## src/design/spl_defines.svh

```systemverilog
// shared constants for the serial program loader
`ifndef SPL_DEFINES_SVH
`define SPL_DEFINES_SVH
`define SPL_WORD_BITS 8
`define SPL_MIN_WORD_BITS 3
`define SPL_MAX_WORD_BITS 16
`define SPL_INSTR_BITS 24
`define SPL_ADDR_BITS 14
`define SPL_VECTOR_FIRST 14'h0000
`define SPL_VECTOR_LAST 14'h001c
`define SPL_LOADER_WORDS 14'h0056
`define SPL_CODE_START 14'h0073
`define SPL_HOST_DIV 4
`endif

```

## src/design/spl_pkg.sv

```systemverilog
// types for the serial program loader
package spl_pkg;
  typedef enum logic [1:0]
  {
    SPL_CNT_HI = 2'b00,
    SPL_CNT_LO = 2'b01,
    SPL_INSTR = 2'b10,
    SPL_DONE = 2'b11
  } spl_dev_state_t;
  typedef enum logic [1:0]
  {
    SPL_H_IDLE = 2'b00,
    SPL_H_LOAD = 2'b01,
    SPL_H_SHIFT = 2'b10,
    SPL_H_END = 2'b11
  } spl_host_state_t;
endpackage : spl_pkg

```

## src/design/spl_link_if.sv

```systemverilog
// serial link between host and loader
interface spl_link_if;
  logic sclk;
  logic rfs;
  logic dr;
  modport host (output sclk, output rfs, output dr);
  modport device (input sclk, input rfs, input dr);
endinterface : spl_link_if

```

## src/design/spl_loader.sv

```systemverilog
// device end: receives bytes and writes 24-bit program words
// Overview of operation
// (RULE1) count arrives as two bytes, combined
// (RULE2) instruction bytes high, middle, low order
// (RULE3) word is upper assembly plus low holding
// (RULE4) host makes clock and frame sync
// (RULE5) host clock no faster than device rate
// (RULE6) receiver takes 3 to 16 bits, set 8
// (RULE7) one byte per receive-complete event
// (RULE8) count decremented after each written word
// (RULE9) consecutive addresses after the resident loader
// (RULE10) count done: stop, start loaded code
// (RULE11) vector area never written
// (RULE12) resident loader words never overwritten
// (RULE13) byte position wraps after third byte
`include "spl_defines.svh"
module spl_loader
  import spl_pkg::*;
#(
  parameter int WORD_BITS = `SPL_WORD_BITS
)
(
  input wire logic I_CLK, // system clock
  input wire logic I_SYS_RST, // synchronous reset, high
  spl_link_if.device link, // serial link
  output logic O_PM_WE, // program memory write strobe
  output logic [`SPL_ADDR_BITS-1:0] O_PM_ADDR, // write address
  output logic [`SPL_INSTR_BITS-1:0] O_PM_DATA, // write data
  output logic O_START, // pulse: execute loaded code
  output logic [`SPL_ADDR_BITS-1:0] O_START_ADDR, // start address
  output logic O_DONE // download finished
);
  localparam logic [4:0] WLEN = 5'(WORD_BITS); // RULE6
  spl_dev_state_t state;
  logic [2:0] sclk_s;
  logic [1:0] rfs_s;
  logic [1:0] dr_s;
  logic sclk_rise;
  logic active;
  logic [4:0] bit_cnt;
  logic [15:0] rx_shift;
  logic rx_done;
  logic [7:0] rx_byte;
  logic [1:0] byte_pos;
  logic [7:0] count_hi;
  logic [15:0] remaining;
  logic [15:0] upper_word_assembly;
  logic [7:0] low_byte_holding_reg;
  logic [`SPL_ADDR_BITS-1:0] addr;
  logic [`SPL_ADDR_BITS-1:0] next_addr;
  logic write_now;
  // link pins pass two flops; third sclk stage feeds edge detect only
  always_ff @(posedge I_CLK)
  begin
    if (I_SYS_RST)
    begin
      sclk_s <= 3'h0;
      rfs_s <= 2'h0;
      dr_s <= 2'h0;
    end
    else
    begin
      sclk_s <= {sclk_s[1:0], link.sclk};
      rfs_s <= {rfs_s[0], link.rfs};
      dr_s <= {dr_s[0], link.dr};
    end
  end
  assign sclk_rise = sclk_s[1] && !sclk_s[2];
  // normal framing: sync sampled one bit before first data bit
  always_ff @(posedge I_CLK)
  begin
    if (I_SYS_RST)
    begin
      active <= 1'b0;
      bit_cnt <= 5'h0;
      rx_shift <= 16'h0000;
      rx_done <= 1'b0;
    end
    else
    begin
      rx_done <= 1'b0;
      if (sclk_rise)
      begin
        if (!active && rfs_s[1] && state != SPL_DONE) // RULE4 RULE10
        begin
          active <= 1'b1;
          bit_cnt <= 5'h0;
        end
        else if (active)
        begin
          rx_shift <= {rx_shift[14:0], dr_s[1]};
          if (bit_cnt == WLEN - 5'h1)
          begin
            active <= 1'b0;
            rx_done <= 1'b1; // RULE7
          end
          bit_cnt <= bit_cnt + 5'h1;
        end
      end
    end
  end
  assign rx_byte = rx_shift[7:0];
  assign write_now = rx_done && state == SPL_INSTR && byte_pos == 2'h2;
  // a wrapped address skips vector area and resident loader
  always_comb
  begin
    next_addr = addr + 14'h0001; // RULE9
    if (next_addr < `SPL_CODE_START) // RULE11 RULE12
      next_addr = `SPL_CODE_START;
  end
  always_ff @(posedge I_CLK)
  begin
    if (I_SYS_RST)
    begin
      state <= SPL_CNT_HI;
      count_hi <= 8'h00;
      remaining <= 16'h0000;
      upper_word_assembly <= 16'h0000;
      low_byte_holding_reg <= 8'h00;
    end
    else if (rx_done)
    begin
      case (state)
        SPL_CNT_HI:
        begin
          count_hi <= rx_byte;
          state <= SPL_CNT_LO;
        end
        SPL_CNT_LO:
        begin
          remaining <= {count_hi, rx_byte}; // RULE1
          state <= ({count_hi, rx_byte} == 16'h0000) ? SPL_DONE : SPL_INSTR;
        end
        SPL_INSTR:
        begin
          case (byte_pos)
            2'h0:
            begin
              upper_word_assembly <= {rx_byte, 8'h00}; // RULE2
            end
            2'h1:
            begin
              upper_word_assembly <= {upper_word_assembly[15:8], rx_byte};
            end
            default:
            begin
              low_byte_holding_reg <= rx_byte;
              remaining <= remaining - 16'h0001; // RULE8
              if (remaining == 16'h0001)
                state <= SPL_DONE; // RULE10
            end
          endcase
        end
        SPL_DONE:
          state <= SPL_DONE;
        default:
          state <= SPL_CNT_HI;
      endcase
    end
  end
  // byte position inside an instruction
  always_ff @(posedge I_CLK)
  begin
    if (I_SYS_RST)
      byte_pos <= 2'h0;
    else if (rx_done && state == SPL_INSTR)
    begin
      if (byte_pos == 2'h2)
        byte_pos <= 2'h0; // RULE13
      else
        byte_pos <= byte_pos + 2'h1;
    end
  end
  // write strobe registered the cycle after the third byte
  always_ff @(posedge I_CLK)
  begin
    if (I_SYS_RST)
    begin
      O_PM_WE <= 1'b0;
      O_PM_ADDR <= 14'h0000;
      addr <= `SPL_CODE_START; // RULE12
    end
    else
    begin
      O_PM_WE <= write_now;
      if (write_now)
      begin
        O_PM_ADDR <= addr; // RULE9
        addr <= next_addr;
      end
    end
  end
  always_ff @(posedge I_CLK)
  begin
    if (I_SYS_RST)
    begin
      O_START <= 1'b0;
      O_DONE <= 1'b0;
    end
    else
    begin
      O_START <= (state == SPL_DONE) && !O_DONE; // RULE10
      O_DONE <= (state == SPL_DONE);
    end
  end
  assign O_START_ADDR = `SPL_CODE_START;
  assign O_PM_DATA = {upper_word_assembly, low_byte_holding_reg}; // RULE3
endmodule : spl_loader

```

## src/flat_wrapper.sv

```systemverilog
// flat-port wrapper written by rule: the top's interface ports become plain ports
module spl_loader_flat import spl_pkg::*;
#(
  parameter int WORD_BITS = `SPL_WORD_BITS
)
  (I_CLK, I_SYS_RST, O_PM_WE, O_PM_ADDR, O_PM_DATA, O_START, O_START_ADDR, O_DONE, link_sclk, link_rfs, link_dr);
  spl_link_if link_i ();
  input wire logic I_CLK;
  input wire logic I_SYS_RST;
  output logic O_PM_WE;
  output logic [`SPL_ADDR_BITS-1:0] O_PM_ADDR;
  output logic [`SPL_INSTR_BITS-1:0] O_PM_DATA;
  output logic O_START;
  output logic [`SPL_ADDR_BITS-1:0] O_START_ADDR;
  output logic O_DONE;
  input wire logic [$bits(link_i.sclk)-1:0] link_sclk;
  input wire logic [$bits(link_i.rfs)-1:0] link_rfs;
  input wire logic [$bits(link_i.dr)-1:0] link_dr;
  assign link_i.sclk = link_sclk;
  assign link_i.rfs = link_rfs;
  assign link_i.dr = link_dr;
  spl_loader #(.WORD_BITS(WORD_BITS)) u_core (.I_CLK(I_CLK), .I_SYS_RST(I_SYS_RST), .link(link_i), .O_PM_WE(O_PM_WE), .O_PM_ADDR(O_PM_ADDR), .O_PM_DATA(O_PM_DATA), .O_START(O_START), .O_START_ADDR(O_START_ADDR), .O_DONE(O_DONE));
endmodule
```

## config.mk

```make
export PLATFORM = sky130hd
export DESIGN_NAME = spl_loader_flat
export DESIGN_NICKNAME = d
export VERILOG_FILES = /design/src/design/spl_pkg.sv /design/src/design/spl_link_if.sv /design/src/design/spl_loader.sv /design/src/flat_wrapper.sv
export VERILOG_INCLUDE_DIRS = /design/src /design/src/design
export SDC_FILE = /design/constraint.sdc
export NUM_CORES = 1
export LEC_CHECK = 0
export ABC_AREA = 1
export BUFFER_PORTS_ARGS = -buffer_cell sky130_fd_sc_hd__buf_2
export CAP_MARGIN = 20
export CORE_ASPECT_RATIO = 1.4
export CORE_UTILIZATION = 35
export CTS_BUF_LIST = sky130_fd_sc_hd__clkbuf_4 sky130_fd_sc_hd__clkbuf_8
export CTS_CLUSTER_DIAMETER = 40
export CTS_CLUSTER_SIZE = 20
export DETAILED_ROUTE_END_ITERATION = 16
export RECOVER_POWER = 100
export SETUP_SLACK_MARGIN = 0.02
export SYNTH_ARGS = -nofsm -noshare
export SYNTH_HDL_FRONTEND = slang
export SYNTH_SLANG_ARGS = --single-unit
```

## constraint.sdc

```tcl
create_clock -name I_CLK -period 3.05 [get_ports I_CLK]
set_input_delay 0.305 -clock I_CLK [delete_from_list [all_inputs] [get_ports I_CLK]]
set_output_delay 0.305 -clock I_CLK [all_outputs]
set_load 0.05 [all_outputs]
```

Word level (Yosys, flattened, before mapping)

Cells that the tools add are included.

Bits in registers: 105
Output and inout port bits: 55
Word-level logic and storage cells: 79
Input bits: 5

Order comparisons: 1
Reduce and logical (&&, ||, !) cells: 25
Bitwise gates (word level): 5
Muxes and demuxes: 15
Equality and inequality tests: 10
Add/subtract/negate cells: 4

Operator list:

| operator                | count |
|---|---|
| $pmux W16 S2            | 2 |
| $eq A16 B1 Y1 const B   | 1 |
| $logic_not A16 Y1       | 1 |
| $mux W16                | 1 |
| $sub A16 B1 Y16 const B | 1 |
| $reduce_and A3 Y1       | 5 |
| $add A14 B1 Y14 const B | 1 |
| $lt A14 B7 Y1 const B   | 1 |
| $mux W14                | 1 |
| $mux W5                 | 2 |
| $pmux W2 S4             | 1 |
| $eq A2 B2 Y1 const B    | 3 |
| $logic_and A1 B1 Y1     | 6 |
| $mux W2                 | 3 |
| $ne A2 B2 Y1 const B    | 3 |
| $reduce_bool A2 Y1      | 3 |
| $add A5 B1 Y5 const B   | 1 |
| $eq A5 B3 Y1 const B    | 1 |
| $mux W1                 | 5 |
| $not A1 Y1              | 5 |
| $eq A2 B1 Y1 const B    | 2 |
| $logic_not A2 Y1        | 2 |
| $reduce_and A2 Y1       | 2 |
| $reduce_and A4 Y1       | 1 |
| 4 further kinds         | 6 |

Depth between registers and ports, before layout

Gate-level depths: netlist (run 1).

Depth in word-level cells: 5
Mapped depth: 14
Gate-level depth less buffers: 14

Least setup slack after synthesis (run 1)

No wires, ideal clock.

Path kind: register -> register
Start point: reg u_core.addr[1]
End point: reg u_core.addr[3]
Period minus slack after synthesis: 1.536 ns
Data arrival time: 1.417 ns
Setup time: 0.119 ns
Data required time: 2.931 ns
Buffers on the path: 0
Slack: 1.514 ns
Stages on the path, launching flop included: 11
Path through: dfxtp_1 -> ha_1 -> nand3_1 -> inv_1 -> nand3_1 -> nand2_1 -> nand2_1 -> nor3_2 -> nand2_2 -> nand2_1 -> a21oi_1

Cells in the longest elaborated chain, start to end: 3

RTL lines:

| what                           | line              | RTL |
|---|---|---|
| start, declared                | spl_loader.sv:49  | `` logic [`SPL_ADDR_BITS-1:0] addr; `` |
| start signal, assigned         | spl_loader.sv:181 | `` addr <= `SPL_CODE_START; `` |
| start signal, assigned         | spl_loader.sv:189 | `addr <= next_addr;` |
| $add A14 B1 Y14 (*)            | spl_loader.sv:107 | `next_addr = addr + 14'h0001;` |
| $lt A14 B7 Y1 (no source line) | --                |  |
| $mux W14 (*)                   | spl_loader.sv:108 | `` if (next_addr < `SPL_CODE_START) `` |

Mark *: on every way between the ends. The rest lies on a longest branch, timed or not.
A chain may end at the register's enable or synchronous reset.

Worst setup path after layout (run 1)

Start point: reg u_core.state[1]
End point: reg u_core.remaining[7]

Cells in the longest elaborated chain, start to end: 3
Elaborated cells on any way between the ends: 6
Classes of those cells: 3 x eq/ne; 1 x mux; 2 x reduce/logical

RTL lines:

| what                                                                       | line              | RTL |
|---|---|---|
| start, declared                                                            | spl_loader.sv:34  | `spl_dev_state_t state;` |
| start signal, assigned                                                     | spl_loader.sv:132 | `state <= ({count_hi, rx_byte} == 16'h0000) ? SPL_DONE : SPL_INSTR;` |
| $eq A2 B2 Y1 / $eq A2 B1 Y1 (equally long branches)                        | spl_loader.sv:123 | `case (state)` |
| $ne A2 B2 Y1 (no source line) / $reduce_bool A2 Y1 (equally long branches) | --                |  |
| $reduce_and A3 Y1 (no source line)                                         | --                |  |
| end signal, assigned                                                       | spl_loader.sv:131 | `remaining <= {count_hi, rx_byte};` |
| end signal, assigned                                                       | spl_loader.sv:148 | `remaining <= remaining - 16'h0001;` |
| end, declared                                                              | spl_loader.sv:46  | `logic [15:0] remaining;` |

Parallel ways exist; a longest one is shown, timed or not.

==> impl_metrics.yaml, run 1 <==
drt:
  post-route-drc-count: 0
  wl_per_cell_um: 12.5
  final_antenna_net_count: 0
  drtIter0Drc: 284
  vias_per_cell: 4.86
  finalWirelength_mm: 10.8
  first_pass_iters: 5
  vias: 4227
synth:
  synth_top_area_share_pct: 44.4
  avgSynthCellArea_um2: 7.24
  synth_mux_area_share_pct: 0
  synth_area_um2: 4730
  yosysSeqAreaShare_pct: 44.4
  ys_ff_latch: 105
  synth_top_family_by_area: "simple AND/OR/NAND/NOR gates"
  async_reset_ff_share_pct: 0
  synthSimpleGateAreaFrac_pct: 24.0
  synth_fa_ha_area_share_pct: 1.32
  ys.flop_type: "dfxtp_1"
  synth_area_leaders: "dfxtp_1 44%, nand2_1 10%, a21oi_1 9.0%, o21ai_0 7.2%, nor2_1 5.6%"
  synth_common_cells: "131 x nand2_1, 105 x dfxtp_1, 85 x a21oi_1, 71 x nor2_1, 68 x o21ai_0"
  synth_cells: 653
  synth_top_cell_by_area: "dfxtp_1"
  synth_xor_area_share_pct: 1.48
  ys_types: 34
  yosysWarnings: 0
  synth_edf_count: 0
  synth_most_common_cell: "nand2_1"
  synth_compound_area_share_pct: 17.8
layout:
  fill_cells: 1411
  reg_top3: "u_core.remaining: 16 flops, u_core.upper_word_assembly: 16 flops"
  regArea_um2: 2100
  multi_input_area_um2: 2150
  diodes: 0
  area_delta_synth_final_pct: 9.13
  final_area_um2: 5160
  nNetsFinal: 696
  drive_gt1_share_pct: 5.50
setup_path:
  cp-start-kind: "register"
  arrival_ns: 2.74
  slowest_stage: "dfxtp_1"
  reg2reg_from: "u_core.state[1]$_SDFFE_PP0P_"
  r2r-end: "u_core.remaining[7]$_SDFFE_PP0P_"
  crit_family: "simple AND/OR/NAND/NOR gates"
  critPathMaxStageDelay_ns: 0.38
  worstSetupEndpointType: "register"
  path_cells: "inv_1 -> nor2_4 -> nand2_1 -> nor2_8 -> inv_1 -> nand2_2 -> inv_2 -> a21oi_1 -> o21ai_0 -> a21oi_1"
  critical_path_class: "register to register"
  rrSetupSlack_ns: 0.60
  cp_max_fo: 21
  cp_num_buf_inv: 3
  r2r_cells: 10
  crit_required_ns: 3.34
sta:
  setup_tns_ns: 0
  rsz0062_at_grt: "no"
  fin_crit_sh_pct: 80.4
  worst_pin_slew_ns: 2.11
  hold_slack_ns: 0.121
  finalHoldViolCount: 0
  setup_viol: 0
  finalCriticalPeriod_ns: 2.45
  worst_slack_ns: 0.599
  skew_ns: 0.0160
  slew_violations: 47
  max_freq_ghz: 0.408
  slew_headroom_pct: -40.7
power_and_ir_drop:
  total_power_uw: 2430
  p_per_area_nw_per_um2: 470
  irDropWorstVdd_uv: 289
  p_leak_uw: 0.00207
worst_hold_path:
  hold_class: "input pin to register"
  holdPathStages: 3
  hold_end: "u_core.sclk_s[0]$_SDFF_PP0_"
  hold_start: "link_sclk"
cts:
  postCtsHoldBufs: 0
  cts_htree_levels: 3
  post-cts-setup-buffer-count: 0
  cts.sinks: 105
  cts_max_path_buffers: 2
  clk_pin_slew_worst_paths_ns: 0.11
  cts_buffers: 9
  cts_resized: 0
  cts_tree: "done"
  clk_latency_ns: 0.38
  root_buffer: "clkbuf_8"
die:
  die_h_um: 140
  die_x_um: 100
  pin_count: 60
  coreArea_um2: 13000
  initial_core_util_pct: 36.4
  die_area_um2: 14000
  std_cell_rows: 49
placed_design:
  port_buffers: 45
  gp_congestion: 0.903
  placed_area_um2: 5010
  place_ws_ns: 0.852
  hpwl_mm: 7.62
outcome:
  status: "finished, violations left"
  violations: "max-capacitance violations, max-slew violations"
global_route:
  overflow: 0
  grtUsageTotal_pct: 15.9
  antenna_found_initial: 0
  grt_max_degree: 47
  first_global_vias: 3884
  grt_pass1_wl_mm: 18.0
job:
  drv_cap: 1
kinds of logic after synthesis:
family | count (synthesis)
and+or+nand+nor | 260
AOI/OAI and AO/OA | 164
buffers and inverters | 109
DFF | 105
xor gates and xnor gates | 8
adders and majority gates | 5
other | 2
area by class of cell:
type,instances,area share [%]
clock inverter,7,2.01
multi-input combinational,451,41.6
clock buffer,9,2.40
inverter,69,5.02
timing repair buffer,50,3.95
sequential,105,40.7
tap,178,4.32
report_power, final:
group | switching, uW | internal, uW | total (uW) | leakage, uW
clock network | 510 | 471 | 981 | 0.000108
logic | 62.8 | 8.41 | 71.2 | 0.00111
registers | 1.32 | 1370 | 1380 | 0.000847
worst reg2reg max path: cells and delay by family, from the launching register on:
kind | cells | cell delay [ns]
and+or+nand+nor | 4 | 1.12
buffers and inverters | 3 | 0.43
DFF | 1 | 0.38
AOI/OAI and AO/OA | 3 | 0.43
worst max-delay path by stage:
| stage | startpoint | end | slack (ns) | depth (start not counted) |
|---|---|---|---|---|
| after floorplan | u_core.addr[1]$_SDFFE_PP1P_ | u_core.addr[3]$_SDFFE_PP0P_ | 1.51 | 10 |
| after global placement | u_core.state[1]$_SDFFE_PP0P_ | u_core.addr[9]$_SDFFE_PP0P_ | 1.04 | 10 |
| after detailed placement | u_core.state[1]$_SDFFE_PP0P_ | u_core.remaining[7]$_SDFFE_PP0P_ | 0.85 | 10 |
| after CTS | u_core.state[1]$_SDFFE_PP0P_ | u_core.remaining[7]$_SDFFE_PP0P_ | 0.85 | 10 |
| after global routing | u_core.state[1]$_SDFFE_PP0P_ | u_core.remaining[10]$_SDFFE_PP0P_ | 0.35 | 10 |
| final | u_core.state[1]$_SDFFE_PP0P_ | u_core.remaining[7]$_SDFFE_PP0P_ | 0.60 | 10 |
routing by layer:
metal / GRT usage, % / wire length, um
met1: 18.9 / 4800
met2: 27.1 / 5250
met3: 2.41 / 405
met4: 8.62 / 360
met5: 0 / 0
metrics by stage:
stage / cells / util, %
after floorplan: 665 / -
after global placement: 853 / 38.5
after detailed placement: 853 / 38.5
after CTS: 869 / 40.3
after global routing: 869 / 39.7
final: 869 / 39.7
layout by cell type (no fill, tap or decap), types with 4 or more instances in the layout:
master and count:
o21ai_0 70, xor2_1 6, nor3_1 8, ha_1 5, nand2_1 132, nor4_1 4, nand4_1 8, clkbuf_1 43
clkbuf_8 9, nor2_2 5, nand3_1 17, buf_2 4, dfxtp_1 105, nor2_1 73, a21oi_1 85, conb_1 14
inv_1 68
(Power assumes the default switching activity.)
==> run 2: changes to the inputs <==
Clock period 3.05 ns to 2.1 ns, I/O delays scaled along.
==> run 2 against run 1 <==
Effect of this change:
- the flow now finishes without violations
- setup slack worse by 0.36 ns
- fmax up 32%
- routed wire length fell by 0.96%
- sequential power up 45%
- critical path depth unchanged
- register-to-register slack got worse by 0.36 ns
- sequential share of layout area up 0.20 points
==> impl_metrics.yaml, run 2 (synthesis gave the netlist of run 1 again) <==
drt:
  wl_per_cell_um: 12.3
  vias_per_cell: 4.81
  vias: 4190
  post-route-drc-count: 0
  first_pass_iters: 5
  finalWirelength_mm: 10.7
  drtIter0Drc: 200
  final_antenna_net_count: 0
cts:
  post-cts-setup-buffer-count: 0
  clk_pin_slew_worst_paths_ns: 0.11
  cts.sinks: 105
  root_buffer: "clkbuf_8"
  cts_tree: "done"
  cts_buffers: 9
  cts_max_path_buffers: 2
  clk_latency_ns: 0.37
  cts_htree_levels: 3
sta:
  setup_viol: 0
  fin_crit_sh_pct: 88.6
  finalHoldViolCount: 0
  skew_ns: 0.0133
  rsz0062_at_grt: "no"
  finalCriticalPeriod_ns: 1.86
  slew_violations: 0
  worst_pin_slew_ns: 0.982
  max_freq_ghz: 0.537
  slew_headroom_pct: 34.5
  setup_tns_ns: 0
setup_path:
  cp-start-kind: "register"
  critical_path_class: "register to register"
  crit_required_ns: 2.36
  arrival_ns: 2.12
  worstSetupEndpointType: "register"
  reg2reg_from: "u_core.addr[1]$_SDFFE_PP1P_"
  r2r-end: "u_core.addr[3]$_SDFFE_PP0P_"
  rrSetupSlack_ns: 0.24
  r2r_cells: 10
  cp_max_fo: 7
die:
  pin_count: 60
  std_cell_rows: 49
  die_area_um2: 14000
  initial_core_util_pct: 36.4
  die_x_um: 100
  die_h_um: 140
  coreArea_um2: 13000
layout:
  diodes: 0
  reg_top3: "u_core.remaining: 16 flops, u_core.upper_word_assembly: 16 flops"
  area_delta_synth_final_pct: 8.60
  final_area_um2: 5140
  layoutNonFillerInstCount: 871
  drive_gt1_share_pct: 6.20
  mostFrequentLayoutCells: "131 x nand2_1, 105 x dfxtp_1, 85 x a21oi_1"
  nNetsFinal: 698
  final_common_cell: "nand2_1"
power_and_ir_drop:
  p_leak_uw: 0.00207
  combPwrFrac_pct: 3.1
  p_int_uw: 2480
  p_per_area_nw_per_um2: 642
  p_switching_uw: 811
  swShare_pct: 24.6
  clkPwrFrac_pct: 36.3
  p_seq_share_pct: 60.6
  irDropWorstVdd_uv: 508
global_route:
  overflow: 0
  grtUsageTotal_pct: 16.0
  grt_max_degree: 58
  grt_pass1_wl_mm: 18.2
  antenna_found_initial: 0
  first_global_vias: 3917
worst_hold_path:
  holdPathStages: 3
  hold_end: "u_core.rfs_s[0]$_SDFF_PP0_"
  hold_start: "link_rfs"
  hold_class: "input pin to register"
placed_design:
  port_buffers: 45
  placed_area_um2: 5020
  place_inst: 855
  gp_congestion: 0.835
  hpwl_mm: 7.58
job:
  drv_cap: 0
outcome:
  status: "finished clean"
-- run 2: power by group through the flow --
stage                     logic [uW]  registers [uW]  clock network, uW
after floorplan                  109            2040                  0
after global placement           103            2040                  0
after detailed placement         104            2040                  0
after CTS                        104            2000               1240
after global routing             110            2000               1310
final                            102            2000               1200
-- run 2: metrics by stage --
step / utilization (%) / setup slack, ns / total power (uW) / hold WS (ns)
3_5_place_dp: 38.7 / 0.244 / 2150 / 0.397
4_1_cts: 40.1 / 0.234 / 3340 / 0.0282
2_1_floorplan: - / 0.564 / 2150 / 0.317
5_1_grt: 39.5 / 0.0397 / 3410 / 0.0398
3_3_place_gp: 38.7 / 0.233 / 2150 / 0.391
6_report: 39.5 / 0.238 / 3300 / 0.0417
-- run 2: repair_timing --
item,CTS,global route
setup endpoints to repair,0,1
hold buffers,0,0
gates resized for setup,0,1
-- run 2: final cells by class --
cell class                      count  area (um^2)
Clock buffer                       10          138
Clock inverter                      6         47.5
Fill cell                        1419         7860
Inverter                           69          259
Multi-Input combinational cell    451         2160
Sequential cell                   105         2100
Tap cell                          178          223
Timing Repair Buffer               52          211
-- run 2: critical path, stage by stage, from the launching register on --
cell     delay (ns)
dfxtp_1        0.47
ha_2           0.28
nand3_1        0.14
inv_1          0.15
nand3_1        0.08
nand2_1        0.06
nand2_1        0.08
nor3_2         0.20
nand2_2        0.15
nand2_1        0.09
a21oi_1        0.06
-- run 2: per-layer routing --
metal  vias to the layer above  track usage, %  part of all wire [%]
met5                         -               0                     0
met4                         0            7.09                   1.8
met3                        12            2.16                   2.4
met2                        74            29.1                    52
met1                      1948            18.4                    44
li1                       2156               -                     -
-- run 2: worst max-delay path by stage --
stage | start | to | cells after the start
CTS | u_core.addr[1]$_SDFFE_PP1P_ | u_core.addr[3]$_SDFFE_PP0P_ | 10
finish | u_core.addr[1]$_SDFFE_PP1P_ | u_core.addr[3]$_SDFFE_PP0P_ | 10
detailed placement | u_core.addr[1]$_SDFFE_PP1P_ | u_core.addr[3]$_SDFFE_PP0P_ | 10
global placement | u_core.addr[1]$_SDFFE_PP1P_ | u_core.addr[2]$_SDFFE_PP0P_ | 10
global route | u_core.addr[2]$_SDFFE_PP0P_ | u_core.addr[5]$_SDFFE_PP1P_ | 12
floorplan | u_core.addr[1]$_SDFFE_PP1P_ | u_core.addr[3]$_SDFFE_PP0P_ | 10
